$ cat config.mk
export PLATFORM = sky130hd
export DESIGN_NAME = ioss_state_status
export DESIGN_NICKNAME = d
export VERILOG_FILES = /design/src/include/ioss_pkg.sv /design/src/include/ioss_sync_if.sv /design/src/design/ioss_edge_sync.sv /design/src/design/ioss_state_status.sv
export VERILOG_INCLUDE_DIRS = /design/src /design/src/include
export SDC_FILE = /design/constraint.sdc
export NUM_CORES = 1
export LEC_CHECK = 0
export BUFFER_PORTS_ARGS = -buffer_cell sky130_fd_sc_hd__buf_4
export CAP_MARGIN = 20
export CORE_MARGIN = 2
export CORE_UTILIZATION = 52
export DETAILED_ROUTE_END_ITERATION = 10
export GPL_ROUTABILITY_DRIVEN = 0
export MAX_ROUTING_LAYER = met4
export PLACE_DENSITY = 0.79
export SYNTH_ARGS = -nofsm -noshare
export SYNTH_HDL_FRONTEND = slang
export SYNTH_HIERARCHICAL = 1
export SYNTH_SLANG_ARGS = --single-unit
$ cat constraint.sdc
create_clock -name clk -period 1.4 [get_ports clk]
set_input_delay 0.21 -clock clk [delete_from_list [all_inputs] [get_ports clk]]
set_output_delay 0.21 -clock clk [all_outputs]
set_load 0.01 [all_outputs]
$ cat src/include/ioss_defs.svh
`ifndef IOSS_DEFS_SVH
`define IOSS_DEFS_SVH

// register byte offsets
`define IOSS_OFF_STATE      8'h00
`define IOSS_OFF_EVENT      8'h04
`define IOSS_OFF_MASK       8'h08

// event / mask bit positions
`define IOSS_EV_FLAG_SET    0
`define IOSS_EV_HALT_CLR    1
`define IOSS_EV_START_CLR   2
`define IOSS_EV_W           3

// reset values
`define IOSS_MASK_RST       3'h0
`define IOSS_WORD_RST       32'h0000_0000

// state register bit positions
`define IOSS_ST_FLAG        0
`define IOSS_ST_IO_LINE     1
`define IOSS_ST_DOR_LINE    2
`define IOSS_ST_END_DATA    3
`define IOSS_ST_CHAN_END    4
`define IOSS_ST_UNUS_END    5
`define IOSS_ST_BUSY_CLR    6

// positions of the pin inputs in the synchronised bundle
`define IOSS_I_REQ          0
`define IOSS_I_FS           1
`define IOSS_I_FACK         2
`define IOSS_I_ADDR         3
`define IOSS_I_SIO          4
`define IOSS_I_HIO          5
`define IOSS_I_TIO          6
`define IOSS_I_TDV          7
`define IOSS_I_ACK_INTERRUPT_CYCLE         8
`define IOSS_I_INTP         9
`define IOSS_I_READY        10
`define IOSS_I_OIN_ARM      11
`define IOSS_I_TERM         12
`define IOSS_I_OIN          13
`define IOSS_I_OOUT         14
`define IOSS_I_CONN         15
`define IOSS_I_B2           16
`define IOSS_I_ESR          17
`define IOSS_I_W            18

`endif

$ cat src/include/ioss_pkg.sv
package ioss_pkg;

   typedef logic [31:0] ioss_word_t;

   typedef enum logic [1:0] {
      REG_STATE,
      REG_EVENT,
      REG_MASK,
      REG_NONE
   } ioss_reg_e;

endpackage : ioss_pkg

$ cat src/include/ioss_sync_if.sv
`timescale 1ns/10ps
interface ioss_sync_if #(parameter int W = 18);
   logic [W-1:0] raw;
   logic [W-1:0] lvl;
   logic [W-1:0] fall;

   modport sync (input raw, output lvl, output fall);
   modport user (output raw, input lvl, input fall);
endinterface : ioss_sync_if

$ cat src/design/ioss_edge_sync.sv
`timescale 1ns/10ps
module ioss_edge_sync #(
   parameter int W = 18
) (
   // clock and reset
   input  wire logic clk,
   input  wire logic rst_b,
   // pin bundle
   ioss_sync_if.sync sif
);
   logic [W-1:0] s1_r;
   logic [W-1:0] s2_r;
   logic [W-1:0] s3_r;
   logic [W-1:0] lvl_r;
   logic [W-1:0] fall_r;
   logic [W-1:0] lvl_nxt;

   // a change counts only once stages two and three agree
   always_comb begin
      lvl_nxt = (s2_r & s3_r) | (lvl_r & (s2_r ^ s3_r));
   end

   always_ff @(posedge clk) begin
      if (!rst_b) begin
         s1_r <= '0;
         s2_r <= '0;
         s3_r <= '0;
      end else begin
         s1_r <= sif.raw;
         s2_r <= s1_r;
         s3_r <= s2_r;
      end
   end

   // strobe falling edges become one-cycle pulses on the system clock
   always_ff @(posedge clk) begin
      if (!rst_b) begin
         lvl_r  <= '0;
         fall_r <= '0;
      end else begin
         lvl_r  <= lvl_nxt;
         fall_r <= lvl_r & ~lvl_nxt;
      end
   end

   assign sif.lvl  = lvl_r;
   assign sif.fall = fall_r;
endmodule : ioss_edge_sync

$ cat src/design/ioss_state_status.sv
// The implementer's own choices: the register offsets and register access over APB.
`timescale 1ns/10ps
`include "ioss_defs.svh"
module ioss_state_status #(
   parameter int AW = 8
) (
   // clock and resets
   input  wire logic          clk,
   input  wire logic          rst_b,
   input  wire logic          sysReset,
   // apb slave
   input  wire logic          psel,
   input  wire logic          penable,
   input  wire logic          pwrite,
   input  wire logic [AW-1:0] paddr,
   input  wire logic [31:0]   pwdata,
   output logic [31:0]        prdata,
   output logic               pready,
   output logic               pslverr,
   output logic               irq,
   // channel and controller pins
   input  wire logic          requestStrobe,
   input  wire logic          functionStrobeIn,
   input  wire logic          functionAckDrive,
   input  wire logic          addressMatch,
   input  wire logic          startIoCmd,
   input  wire logic          haltIoCmd,
   input  wire logic          testIoCmd,
   input  wire logic          testDeviceCmd,
   input  wire logic          ackInterruptCycle,
   input  wire logic          interruptPending,
   input  wire logic          deviceReady,
   input  wire logic          orderInArm,
   input  wire logic          terminalOrderFlag,
   input  wire logic          orderInState,
   input  wire logic          orderOutState,
   input  wire logic          serviceConnected,
   input  wire logic          secondByte,
   input  wire logic          endServiceIn,
   // drives toward the channel
   output logic               unusualEndFlag,
   output logic               ioIndicatorDrive,
   output logic               dataOrderIndicatorDrive,
   output logic               endDataDrive,
   output logic               channelEndDrive,
   output logic               unusualEndDrive,
   output logic               busyClear
);
   ioss_sync_if #(.W(`IOSS_I_W)) sif ();

   ioss_edge_sync #(.W(`IOSS_I_W)) u_sync (
      .clk   (clk),
      .rst_b (rst_b),
      .sif   (sif)
   );

   assign sif.raw = {endServiceIn, secondByte, serviceConnected, orderOutState,
                     orderInState, terminalOrderFlag, orderInArm, deviceReady,
                     interruptPending, ackInterruptCycle, testDeviceCmd, testIoCmd,
                     haltIoCmd, startIoCmd, addressMatch, functionAckDrive,
                     functionStrobeIn, requestStrobe};

   logic reqFall;
   logic fsFall;
   logic ackFall;
   logic fs;
   logic adr;
   logic idle;
   logic noInt;
   logic conn;
   logic order_in_state;
   logic oout;

   assign reqFall = sif.fall[`IOSS_I_REQ];
   assign fsFall  = sif.fall[`IOSS_I_FS];
   assign ackFall = sif.fall[`IOSS_I_FACK];
   assign fs      = sif.lvl[`IOSS_I_FS];
   assign adr     = sif.lvl[`IOSS_I_ADDR];
   assign idle    = sif.lvl[`IOSS_I_READY];
   assign noInt   = ~sif.lvl[`IOSS_I_INTP];
   assign conn    = sif.lvl[`IOSS_I_CONN];
   assign order_in_state     = sif.lvl[`IOSS_I_OIN];
   assign oout    = sif.lvl[`IOSS_I_OOUT];

   // unusual-end flag
   logic flag_r;
   logic flagSet;
   logic haltClr;
   logic startClr;

   assign flagSet  = reqFall & sif.lvl[`IOSS_I_OIN_ARM] & sif.lvl[`IOSS_I_TERM] & ~flag_r;
   assign haltClr  = ackFall & sif.lvl[`IOSS_I_HIO] & adr;
   assign startClr = fsFall & sif.lvl[`IOSS_I_SIO] & adr & noInt & idle;

   // set beats a clear landing in the same cycle only while the flag is clear; with the flag already set the clear wins and the order-in entry is lost
   always_ff @(posedge clk or posedge sysReset) begin
      if (sysReset) begin
         flag_r <= 1'b0;
      end else if (!rst_b) begin
         flag_r <= 1'b0;
      end else if (flagSet) begin
         flag_r <= 1'b1;
      end else if (haltClr || startClr) begin
         flag_r <= 1'b0;
      end
   end

   assign unusualEndFlag = flag_r;

   // indicator, end data and status drives, all registered
   logic ioNxt;
   logic dorNxt;
   logic adrCmd;

   always_comb begin
      adrCmd = adr & (sif.lvl[`IOSS_I_SIO] | sif.lvl[`IOSS_I_HIO]
                    | sif.lvl[`IOSS_I_TIO] | sif.lvl[`IOSS_I_TDV]);
      dorNxt = (fs & adrCmd)
             | (fs & sif.lvl[`IOSS_I_ACK_INTERRUPT_CYCLE])
             | (conn & (oout | order_in_state));
      ioNxt  = (fs & adr & sif.lvl[`IOSS_I_TDV])
             | (fs & adr & sif.lvl[`IOSS_I_HIO] & idle)
             | (fs & adr & sif.lvl[`IOSS_I_TIO] & idle & noInt)
             | (fs & adr & sif.lvl[`IOSS_I_SIO] & idle & noInt)
             | (fs & sif.lvl[`IOSS_I_ACK_INTERRUPT_CYCLE])
             | (conn & oout);
   end

   logic io_r;
   logic dor_r;
   logic ed_r;
   logic ce_r;
   logic ue_r;
   logic busyClr_r;

   always_ff @(posedge clk) begin
      if (!rst_b) begin
         io_r      <= 1'b0;
         dor_r     <= 1'b0;
         ed_r      <= 1'b0;
         ce_r      <= 1'b0;
         ue_r      <= 1'b0;
         busyClr_r <= 1'b0;
      end else begin
         io_r      <= ioNxt;
         dor_r     <= dorNxt;
         ed_r      <= conn & (sif.lvl[`IOSS_I_B2] | order_in_state | oout);
         ce_r      <= flag_r & order_in_state;
         ue_r      <= flag_r & order_in_state;
         busyClr_r <= conn & sif.lvl[`IOSS_I_ESR] & flag_r;
      end
   end

   assign ioIndicatorDrive        = io_r;
   assign dataOrderIndicatorDrive = dor_r;
   assign endDataDrive            = ed_r;
   assign channelEndDrive         = ce_r;
   assign unusualEndDrive         = ue_r;
   assign busyClear               = busyClr_r;

   // event capture and interrupt
   logic [`IOSS_EV_W-1:0] event_r;
   logic [`IOSS_EV_W-1:0] mask_r;
   logic [`IOSS_EV_W-1:0] evHit;
   logic                  irq_r;
   logic                  wrEn;
   logic                  acc;
   ioss_pkg::ioss_reg_e   sel;

   function automatic ioss_pkg::ioss_reg_e decode(input logic [AW-1:0] a);
      unique case (a)
         `IOSS_OFF_STATE: decode = ioss_pkg::REG_STATE;
         `IOSS_OFF_EVENT: decode = ioss_pkg::REG_EVENT;
         `IOSS_OFF_MASK:  decode = ioss_pkg::REG_MASK;
         default:         decode = ioss_pkg::REG_NONE;
      endcase
   endfunction : decode

   assign sel   = decode(paddr);
   assign acc   = psel & penable & pready;
   assign wrEn  = acc & pwrite;
   assign evHit = {startClr, haltClr, flagSet};

   // write-one-to-clear; a new event in the same cycle stays set
   always_ff @(posedge clk) begin
      if (!rst_b) begin
         event_r <= '0;
      end else if (wrEn && sel == ioss_pkg::REG_EVENT) begin
         event_r <= (event_r & ~pwdata[`IOSS_EV_W-1:0]) | evHit;
      end else begin
         event_r <= event_r | evHit;
      end
   end

   always_ff @(posedge clk) begin
      if (!rst_b) begin
         mask_r <= `IOSS_MASK_RST;
      end else if (wrEn && sel == ioss_pkg::REG_MASK) begin
         mask_r <= pwdata[`IOSS_EV_W-1:0];
      end
   end

   always_ff @(posedge clk) begin
      if (!rst_b) begin
         irq_r <= 1'b0;
      end else begin
         irq_r <= |(event_r & mask_r);
      end
   end

   assign irq = irq_r;

   // apb answer: one wait cycle, then pready for one cycle
   ioss_pkg::ioss_word_t rd;

   always_comb begin
      rd = `IOSS_WORD_RST;
      unique case (sel)
         ioss_pkg::REG_STATE: begin
            rd[`IOSS_ST_FLAG]     = flag_r;
            rd[`IOSS_ST_IO_LINE]  = io_r;
            rd[`IOSS_ST_DOR_LINE] = dor_r;
            rd[`IOSS_ST_END_DATA] = ed_r;
            rd[`IOSS_ST_CHAN_END] = ce_r;
            rd[`IOSS_ST_UNUS_END] = ue_r;
            rd[`IOSS_ST_BUSY_CLR] = busyClr_r;
         end
         ioss_pkg::REG_EVENT: rd[`IOSS_EV_W-1:0] = event_r;
         ioss_pkg::REG_MASK:  rd[`IOSS_EV_W-1:0] = mask_r;
         ioss_pkg::REG_NONE:  rd = `IOSS_WORD_RST;
      endcase
   end

   logic                 pready_r;
   logic                 pslverr_r;
   ioss_pkg::ioss_word_t prdata_r;

   always_ff @(posedge clk) begin
      if (!rst_b) begin
         pready_r  <= 1'b0;
         pslverr_r <= 1'b0;
         prdata_r  <= `IOSS_WORD_RST;
      end else begin
         pready_r  <= psel & penable & ~pready_r;
         pslverr_r <= psel & penable & ~pready_r & (sel == ioss_pkg::REG_NONE);
         prdata_r  <= (psel & penable & ~pready_r & ~pwrite) ? rd : `IOSS_WORD_RST;
      end
   end

   assign pready  = pready_r;
   assign pslverr = pslverr_r;
   assign prdata  = prdata_r;
endmodule : ioss_state_status

## Yosys cells after proc, flatten, opt, wreduce, memory -nomap -nowiden

Cells that the tools add are included.

| cells by class | value |
|---|---|
| eq/ne operators | 6 |
| mux-type cells | 6 |
| reductions and logical operators | 8 |
| bitwise logic cells | 62 |

Operators with widths:

| operator | number |
|---|---|
| 18-bit AND | 2 |
| 1-bit AND | 34 |
| 18-bit OR | 1 |
| 18-bit XOR | 1 |
| 1-bit OR | 13 |
| 3-bit case mux with 4 select lines | 1 |
| 3-bit AND | 3 |
| 8-bit by 3-bit == test with 1-bit output, second input constant | 1 |
| 8-bit by 4-bit == test with 1-bit output, second input constant | 1 |
| 8-bit logical NOT | 1 |
| 3-bit NOT | 2 |
| 3-bit OR | 2 |
| 2-bit case mux with 3 select lines | 1 |
| 2-bit == test, second input constant | 2 |
| 1-bit NOT | 4 |
| 1-bit two-way mux | 3 |
| 3-bit two-way mux | 1 |
| 3-bit by 1-bit != test with 1-bit output, second input constant | 1 |
| 3-bit AND reduction | 1 |
| 3-bit OR reduction | 1 |
| 2-bit by 1-bit == test with 1-bit output, second input constant | 1 |
| 1-bit logical AND | 2 |
| 2-bit logical NOT | 1 |
| 2-bit AND reduction | 1 |
| 1-bit logical OR | 1 |

| storage, ports and cells | value |
|---|---|
| bits in registers | 122 |
| output and inout port bits | 42 |
| word-level logic and storage cells | 101 |

## Longest topological paths before layout

Gate-level depths: netlist (run 1).

| logic depth | value |
|---|---|
| word-level depth | 8 |
| depth in mapped cells | 5 |
| depth with buffers taken out | 4 |

## By module

Netlist (run 1), hierarchy kept.

Modules (own cells, without submodules):

| module | cells an instance | times used | area each (um2) |
|---|---|---|---|
| ioss_edge_sync | 225 | 1 | 2,835.2 |
| ioss_state_status | 116 | 1 | 1,069.8 |

## Least setup slack after synthesis (run 1)

No wires, ideal clock.

| path | value |
|---|---|
| path type | reg2reg |
| start | register u_sync.lvl_r[5] (netlist: u_sync/sif.lvl[5]) |
| end | register io_r (netlist: ioIndicatorDrive) |
| cell stages (with the launch flop) | 5 |
| arrival time | 1,059 ps |
| library setup time | 123 ps |
| period minus slack after synthesis | 1,182 ps |
| path slack | 218 ps |
| required time | 1,277 ps |
| path buffers | 0 |
| cells stage by stage | dfxtp_1 or4_1 nand3_1 or2_2 a31oi_1 |

| on the way | value |
|---|---|
| cells in the longest elaborated chain, start to end | 7 |

Ends and longest elaborated chain:

| what | line | RTL |
|---|---|---|
| start, declared | ioss_edge_sync.sv:14 | `logic [W-1:0] lvl_r;` |
| start signal, assigned | ioss_edge_sync.sv:41 | `lvl_r <= lvl_nxt;` |
| 1-bit AND (2 in a row) | ioss_state_status.sv:122 | `` \| (fs & adr & sif.lvl[`IOSS_I_HIO] & idle) `` |
| 1-bit OR (5 in a row) | ioss_state_status.sv:121 | `` ioNxt = (fs & adr & sif.lvl[`IOSS_I_TDV]) `` |
| end signal, assigned | ioss_state_status.sv:145 | `io_r <= ioNxt;` |
| end, declared | ioss_state_status.sv:129 | `logic io_r;` |

Every way passes these cells.
A chain may end at the register's enable or synchronous reset.

## Worst setup path after layout (run 1)

Ends and elaborated chain as after synthesis.

==> impl_metrics.tcl, run 1 <==
set metrics [dict create \
    fin_crit_ns 1.27 \
    hold_depth 2 \
    drc 0 \
    r2r-start "u_sync/sif.lvl[5]$_SDFF_PN0_" \
    antenna_left 0 \
    max_freq_ghz 0.785 \
    grt_setup_unrepaired "false" \
    std_cell_rows 29 \
    grt_antenna_before_repair 0 \
    path_clk_slew_ns 0.09 \
    hpwlAfterDp_um 3500 \
    finalNetCount 446 \
    drive_above_1_share_pct 20.6 \
    slowest_delay_ns 0.53 \
    clock_path_buffers 2 \
    irDropWorstVdd_mv 0.791 \
    clock_latency_ns 0.35 \
    initial_core_util_pct 53.8 \
    cts_max_level 3 \
    io_buffers 51 \
    cts_tree "yes" \
    num_antenna_cells 0 \
    cp_max_fo 4 \
    critPathRequiredTime_ns 1.64 \
    fp.coreArea_sq_um 6350 \
    cp_cell_sequence "or4_1 -> nand3_1 -> or2_2 -> a31oi_1" \
    crit_slowest_cell "or4_1" \
    dieArea_sq_um 7240 \
    drtIter0Drc 94 \
    critical_path_class "flip-flop to flip-flop" \
    gr-usage-all-layers_pct 14.9 \
    arrival_ns 1.51 \
    numClockSinks 96 \
    post-cts-setup-buffer-count 0 \
    status "finished, final reports clean" \
    num_io_pins 106 \
    num-fill-cells 518 \
    area_growth_pct 16.0 \
    finalSetupViolCount 0 \
    numCtsBuffers 9 \
    power_density_nw_per_um2 1180 \
    critPathBufInv 0 \
    syn_inst 311 \
    cp-start-kind "flip-flop" \
    grt_first_pass_wirelength_um 8340 \
    gr-total-overflow 0 \
    avgSynthCellArea_sq_um 11.0 \
    hp-class "input port to flip-flop" \
    vias 2055 \
    grt_max_degree 82 \
    grt_pass1_vias 1897 \
    critPathCaptureType "flip-flop" \
    hold_viol 0 \
    reg2reg_to "ioIndicatorDrive$_SDFF_PN0_" \
    fin_crit_sh_pct 91.0 \
    reg2reg_depth 4 \
    slew_viol_final 0 \
    via_per_inst 4.61 \
    cts_root_buffer "clkbuf_8" \
    routed_wl_um 4970 \
    synth_area_sq_um 3420 \
    synth_warnings 6 \
    clock_skew_ns 0.00718 \
    die_w_um 85.1 \
    drtPass1Iterations 4 \
    hp-start "pwdata[0]" \
    r2r_slack_ns 0.13 \
    chipHeight_um 85.1 \
    tns_ns 0 \
    worstHoldEndpoint "event_r[0]$_SDFF_PN0_" \
    p_leak_nw 1.83 \
    wire_per_inst_um 11.2 \
    maxCapViolCount 0 \
    fin_util_pct 62.4 \
    crit_family "simple AND/OR/NAND/NOR gates" \
]
==> final cells by class <==
cell class | instances | area [sq um] | share of cell area, %
multi-input cells | 199 | 1320 | 33.3
inverters | 3 | 11.3 | 0.284
flip-flops and latches | 96 | 1930 | 48.6
well taps | 77 | 96.3 | 2.43
clock buffers | 10 | 138 | 3.47
repair buffers | 55 | 428 | 10.8
clock inverters | 6 | 43.8 | 1.11
==> stage by stage <==
stage	area [sq um]	setup slack (ns)	total power [W]	hold WS, ns	cells
3_3_place_gp	3770	0.0977	0.00312	0.0634	429
4_1_cts	3960	0.112	0.00472	0.0344	446
2_1_floorplan	3510	0.226	0.00306	-0.0613	335
3_5_place_dp	3770	0.0290	0.00312	0.0585	429
6_report	3960	0.126	0.00468	0.0441	446
5_1_grt	3960	0.0252	0.00488	0.0347	446
==> layout by cell type, fill, tap and decap left out, drive strengths merged <==
cell type / count
a222oi: 1
dfrtp: 1
or2: 1
buf: 54
o21ai: 5
nor3b: 1
clkinv: 4
and4bb: 3
nand2: 7
a21oi: 20
dlygate4sd3: 1
clkinvlp: 1
nand4: 2
ha: 18
nor3: 1
o311a: 1
and3: 2
or4: 1
nand2b: 2
and2: 61
nand4b: 1
nand3: 3
a21boi: 1
and4b: 2
mux2i: 6
inv: 4
a31oi: 4
and4: 3
nor4: 1
nor2b: 22
dfxtp: 95
conb: 25
clkbuf: 10
nor2: 5
==> power by group <==
part           switching [W]  internal (W)
clock               0.000916      0.000700
combinational       0.000114      0.000130
sequential         0.0000219       0.00279
==> routing by layer <==
| metal | global-route usage (%) | wire length [um] |
|---|---|---|
| met1 | 18.8 | 2380 |
| met2 | 22.7 | 2130 |
| met3 | 3.21 | 355 |
| met4 | 7.36 | 107 |
| met5 | - | 0 |
==> repair_timing <==
item,CTS,global route
gates resized for setup,0,0
hold endpoints to repair,1,0
hold buffers,1,0
==> state kept, by name, indices dropped and copies added (netlist names), 3 cells and up <==
| signal | cells |
|---|---|
| u_sync/s1_r | 18 |
| u_sync/s2_r | 18 |
| u_sync/s3_r | 18 |
| u_sync/sif.lvl | 18 |
| prdata | 6 |
| event_r | 3 |
| mask_r | 3 |
| u_sync/sif.fall | 3 |
==> worst max-delay path by stage <==
stage	cells after the start	slack (ns)	end	start
after detailed placement	5	0.03	mask_r[1]$_SDFFE_PN0P_	paddr[5]
after global placement	5	0.1	mask_r[0]$_SDFFE_PN0P_	paddr[5]
final	4	0.13	ioIndicatorDrive$_SDFF_PN0_	u_sync/sif.lvl[5]$_SDFF_PN0_
after floorplan	4	0.23	ioIndicatorDrive$_SDFF_PN0_	u_sync/sif.lvl[5]$_SDFF_PN0_
after CTS	4	0.11	ioIndicatorDrive$_SDFF_PN0_	u_sync/sif.lvl[5]$_SDFF_PN0_
after global routing	4	0.03	ioIndicatorDrive$_SDFF_PN0_	u_sync/sif.lvl[5]$_SDFF_PN0_
(Power assumes the default switching activity.)
==> run 2, diff against run 1 <==
==> constraint.sdc (replaced) <==
create_clock -name clk -period 1.4 [get_ports clk]
set_input_delay 0.21 -clock clk [delete_from_list [all_inputs] [get_ports clk]]
set_output_delay 0.21 -clock clk [all_outputs]
set_load 0.1 [all_outputs]
==> run 2 against run 1 <==
Design area barely moved. Global-route usage rose by 0.33 points. Sequential cell count did not move. Clock power barely moved. First-iteration DRC count rose by 6.4%. Hold slack got worse by 0.0030 ns. Fmax fell by 1.0%. Utilization barely moved. Highest routed layer unchanged.
==> impl_metrics.tcl, run 2 (same netlist as run 1, synthesis figures left out) <==
set metrics [dict create \
    status "finished, final reports clean" \
    cts_root_buffer "clkbuf_8" \
    place_inst 429 \
    antenna_left 0 \
    numClockSinks 96 \
    fin_util_pct 62.4 \
    fp.coreArea_sq_um 6350 \
    tns_ns 0 \
    grt_pass1_vias 1890 \
    hp-start "pwdata[1]" \
    via_per_inst 4.63 \
    maxCapViolCount 0 \
    chipHeight_um 85.1 \
    num-fill-cells 549 \
    met3_usage_pct 3.31 \
    finalSetupViolCount 0 \
    initial_core_util_pct 53.8 \
    cts_max_level 3 \
    crit_slowest_cell "dfrtp_2" \
    area_growth_pct 16.0 \
    holdWs_ns 0.0411 \
    critical_path_class "flip-flop to output port" \
    p_switching_w 0.00137 \
    hold_viol 0 \
    fin_crit_ns 1.29 \
    layout.cells.most_common "dfxtp_1" \
    wire_per_inst_um 11.4 \
    dieArea_sq_um 7240 \
    critPathCaptureType "output port" \
    cts_tree "yes" \
    clock_path_buffers 2 \
    max_freq_ghz 0.777 \
    grt_antenna_before_repair 1 \
    post-cts-setup-buffer-count 0 \
    p_leak_nw 1.83 \
    numCtsBuffers 9 \
    slew_viol_final 0 \
    grt_setup_unrepaired "false" \
    hpwlAfterDp_um 3570 \
    slowest_delay_ns 0.42 \
    fin_cells 446 \
    routed_wl_um 5090 \
    grt_max_degree 82 \
    clock_latency_ns 0.36 \
    io_buffers 51 \
    final_cell_mix "92 x dfxtp_1, 61 x and2_1, 53 x buf_4, 25 x conb_1, 22 x nor2b_1" \
    cp-start-kind "flip-flop" \
    fin_crit_sh_pct 92.0 \
    met2_usage_pct 21.9 \
    p_clk_share_pct 32.7 \
    critPathRequiredTime_ns 1.19 \
    cts_resized 0 \
    grt-busiest-layer "met2" \
    cp_cell_sequence "buf_4" \
    met1_usage_pct 19.3 \
    clock_skew_ns 0.0102 \
    p_int_w 0.00359 \
    die_w_um 85.1 \
    crit_family "flip-flops" \
    cp_max_fo 6 \
    drc 0 \
    irDropWorstVdd_mv 0.937 \
    seqPwrFrac_pct 56.8 \
    combPwrFrac_pct 10.5 \
    drtIter0Drc 100 \
    drtPass1Iterations 4 \
    power_w 0.00496 \
    drive_above_1_share_pct 21.7 \
    r2r-start "u_sync/sif.lvl[5]$_SDFF_PN0_" \
    arrival_ns 1.08 \
    gr-usage-all-layers_pct 15.2 \
    std_cell_rows 29 \
    num_io_pins 106 \
    num_antenna_cells 0 \
    vias 2063 \
    crit_start "unusualEndFlag$_DFFE_PP0P_" \
    critPathBufInv 1 \
    path_clk_slew_ns 0.09 \
    swShare_pct 27.7 \
    gr-total-overflow 0 \
    grt_first_pass_wirelength_um 8360 \
    finalNetCount 446 \
    hp-class "input port to flip-flop" \
    power_density_nw_per_um2 1250 \
]
run 2: cell types whose count changed in the layout (fill, tap and decap cells not counted), moves of 2 or more:
cell	delta
clkinv_4	-2
dfxtp_1	-3
inv_6	+3
dfxtp_2	+2
run 2: worst paths after layout:
check / slack [ns] / cells past startpoint / to
setup / recovery: 0.11 / 1 / unusualEndFlag
hold / removal: 0.04 / 2 / event_r[1]$_SDFF_PN0_
setup reg to reg: 0.15 / 4 / ioIndicatorDrive$_SDFF_PN0_
hold reg to reg: 0.44 / 1 / u_sync/s2_r[0]$_SDFF_PN0_
max in group asynchronous: 1.04 / 3 / unusualEndFlag$_DFFE_PP0P_
min in group asynchronous: 0.26 / 3 / unusualEndFlag$_DFFE_PP0P_
run 2: area by class of cell:
class	count	area, sq um	share of cell area [%]
inverter	3	11.3	0.284
multi-input combinational	199	1320	33.3
sequential	96	1930	48.8
tap	77	96.3	2.43
clock buffer	9	124	3.12
timing repair buffer	55	428	10.8
clock inverter	7	52.6	1.33
run 2: metal layers:
| metal | vias to the layer above | routed length, um |
|---|---|---|
| met4 | 0 | 152 |
| li1 | 1080 | - |
| met5 | - | 0 |
| met3 | 10 | 363 |
| met2 | 72 | 2220 |
| met1 | 901 | 2350 |
run 2: through the flow:
stage / cell area [sq um] / setup WS [ns]
6_report: 3970 / 0.113
5_1_grt: 3970 / 0.0449
4_1_cts: 3970 / 0.0914
3_5_place_dp: 3780 / 0.0507
3_3_place_gp: 3780 / 0.0846
2_1_floorplan: 3510 / 0.0133
run 2: what timing repair did:
action | 4_1_cts | 5_1_grt
hold buffers | 1 | 0
endpoints found under the setup margin | 0 | 0
endpoints found under the hold margin | 1 | 0
run 2: power groups by stage:
| stage | sequential [W] | combinational [W] | clock (W) |
|---|---|---|---|
| floorplan | 0.00289 | 0.000448 | 0 |
| global placement | 0.00288 | 0.000513 | 0 |
| detailed placement | 0.00288 | 0.000518 | 0 |
| CTS | 0.00282 | 0.000523 | 0.00167 |
| global route | 0.00283 | 0.000551 | 0.00179 |
| finish | 0.00282 | 0.000522 | 0.00162 |
==> run 3, diff against run 2 <==
--- a/config.mk
+++ b/config.mk
@@ -14,6 +14,7 @@
 export GPL_ROUTABILITY_DRIVEN = 0
 export MAX_ROUTING_LAYER = met4
 export PLACE_DENSITY = 0.79
+export REMOVE_ABC_BUFFERS = 1
 export SYNTH_ARGS = -nofsm -noshare
 export SYNTH_HDL_FRONTEND = slang
 export SYNTH_HIERARCHICAL = 1
==> run 3 against run 2 <==
Critical path depth up 3. Via count up 0.68%. Clock skew shrank 0.0036 ns. Hold slack improved by 0.014 ns. Clock power is essentially flat. Design area fell by 0.28%. Largest cell class unchanged.
==> impl_metrics.tcl, run 3 (same netlist as run 1, synthesis figures left out) <==
set metrics [dict create \
    status "finished, final reports clean" \
    r2r-start "pready$_SDFF_PN0_" \
    met1_usage_pct 18.7 \
    numClockSinks 96 \
    cp-start-kind "flip-flop" \
    met3_usage_pct 3.40 \
    std_cell_rows 29 \
    hpwlAfterDp_um 3560 \
    area_growth_pct 15.7 \
    gr-total-overflow 0 \
    drtPass1Iterations 4 \
    holdWs_ns 0.0554 \
    hold_viol 0 \
    power_density_nw_per_um2 1250 \
    hp-start "pwdata[1]" \
    cts_tree "yes" \
    wire_per_inst_um 11.9 \
    fin_crit_ns 1.32 \
    maxCapViolCount 0 \
    post-cts-setup-buffer-count 0 \
    tns_ns 0 \
    num-fill-cells 537 \
    grt_max_degree 78 \
    cts_max_level 3 \
    cts_root_buffer "clkbuf_8" \
    dieArea_sq_um 7240 \
    final_cell_mix "94 x dfxtp_1, 61 x and2_1, 53 x buf_4, 25 x conb_1, 22 x nor2b_1" \
    arrival_ns 1.61 \
    hp-class "input port to flip-flop" \
    num_antenna_cells 0 \
    critPathCaptureType "flip-flop" \
    initial_core_util_pct 53.8 \
    critPathRequiredTime_ns 1.70 \
    clock_skew_ns 0.00660 \
    finalSetupViolCount 0 \
    drive_above_1_share_pct 20.2 \
    clock_path_buffers 2 \
    routed_wl_um 5260 \
    irDropWorstVdd_mv 0.639 \
    gr-usage-all-layers_pct 16.0 \
    path_clk_slew_ns 0.08 \
    num_io_pins 106 \
    chipHeight_um 85.1 \
    io_buffers 51 \
    slew_viol_final 0 \
    setup_slack_ns 0.0833 \
    tightestPinTransition_ns 0.539 \
    grt_antenna_before_repair 0 \
    clock_latency_ns 0.35 \
    layout.cells.most_common "dfxtp_1" \
    antenna_left 0 \
    fin_util_pct 62.3 \
    vias 2077 \
    fp.coreArea_sq_um 6350 \
    worstHoldEndpoint "event_r[1]$_SDFF_PN0_" \
    met2_usage_pct 24.4 \
    grt_first_pass_wirelength_um 8670 \
    r2r_slack_ns 0.08 \
    cp_max_fo 4 \
    place_ws_ns -0.0129 \
    max_freq_ghz 0.759 \
    grt_pass1_vias 1936 \
    slew_headroom_pct 64.0 \
    drtIter0Drc 82 \
    die_w_um 85.1 \
    grt-busiest-layer "met2" \
    hold_depth 2 \
    critical_path_class "flip-flop to flip-flop" \
    p_leak_nw 1.83 \
    drc 0 \
    numCtsBuffers 9 \
    reg2reg_depth 4 \
    fin_crit_sh_pct 94.0 \
    reg2reg_to "prdata[3]$_SDFF_PN0_" \
    via_per_inst 4.68 \
    finalNetCount 446 \
]
run 3: cell types whose count changed in the layout (fill, tap and decap cells not counted), moves of 2 or more:
| cell | before | now |
|---|---|---|
| clkbuf_8 | 9 | 12 |
| dfxtp_1 | 92 | 94 |
| clkinv_2 | 2 | 0 |
| inv_6 | 4 | 0 |
| clkbuf_1 | 0 | 2 |
run 3: cell type report:
class | count | area (sq um) | share of cell area, %
sequential | 96 | 1930 | 48.8
multi-input combinational | 199 | 1330 | 33.5
timing repair buffer | 55 | 419 | 10.6
clock buffer | 14 | 173 | 4.37
tap | 77 | 96.3 | 2.44
inverter | 3 | 11.3 | 0.285
run 3: per-stage QoR:
stage	instances	area [sq um]	total power, W
CTS	444	3940	0.00499
detailed placement	429	3760	0.00340
floorplan	298	3260	0.00326
global placement	429	3760	0.00339
global route	444	3950	0.00514
finish	444	3950	0.00493
run 3: worst max path at each step:
stage | from | endpoint | slack, ns | cells after the start
floorplan | unusualEndDrive$_SDFF_PN0_ | prdata[5]$_SDFF_PN0_ | -0.49 | 1
global placement | rst_b | event_r[2]$_SDFF_PN0_ | 0.004 | 4
detailed placement | rst_b | event_r[2]$_SDFF_PN0_ | -0.01 | 4
CTS | unusualEndFlag$_DFFE_PP0P_ | unusualEndFlag | 0.02 | 1
global route | pready$_SDFF_PN0_ | prdata[3]$_SDFF_PN0_ | -0.003 | 4
finish | pready$_SDFF_PN0_ | prdata[3]$_SDFF_PN0_ | 0.08 | 4
run 3: power by group:
group / internal (W) / switching, W
registers: 0.00280 / 0.0000214
logic: 0.000127 / 0.000391
clock network: 0.000775 / 0.000821
run 3: layer usage:
metal,up-vias,part of all wire (%)
met5,-,0
met4,0,3.6
met3,17,6.0
met2,63,47
met1,920,44
li1,1077,-
run 3: worst max-delay path, stage by stage (launching register included):
cell,delay [ns]
dfxtp_2,0.33
and4b_1,0.28
and4b_2,0.27
nor3b_4,0.24
and2_1,0.15
run 3: repair_timing:
action | in CTS | in global routing
gates resized for setup | 0 | 4
hold endpoints to repair | 1 | 0
hold buffers | 1 | 0
endpoints found under the setup margin | 0 | 4
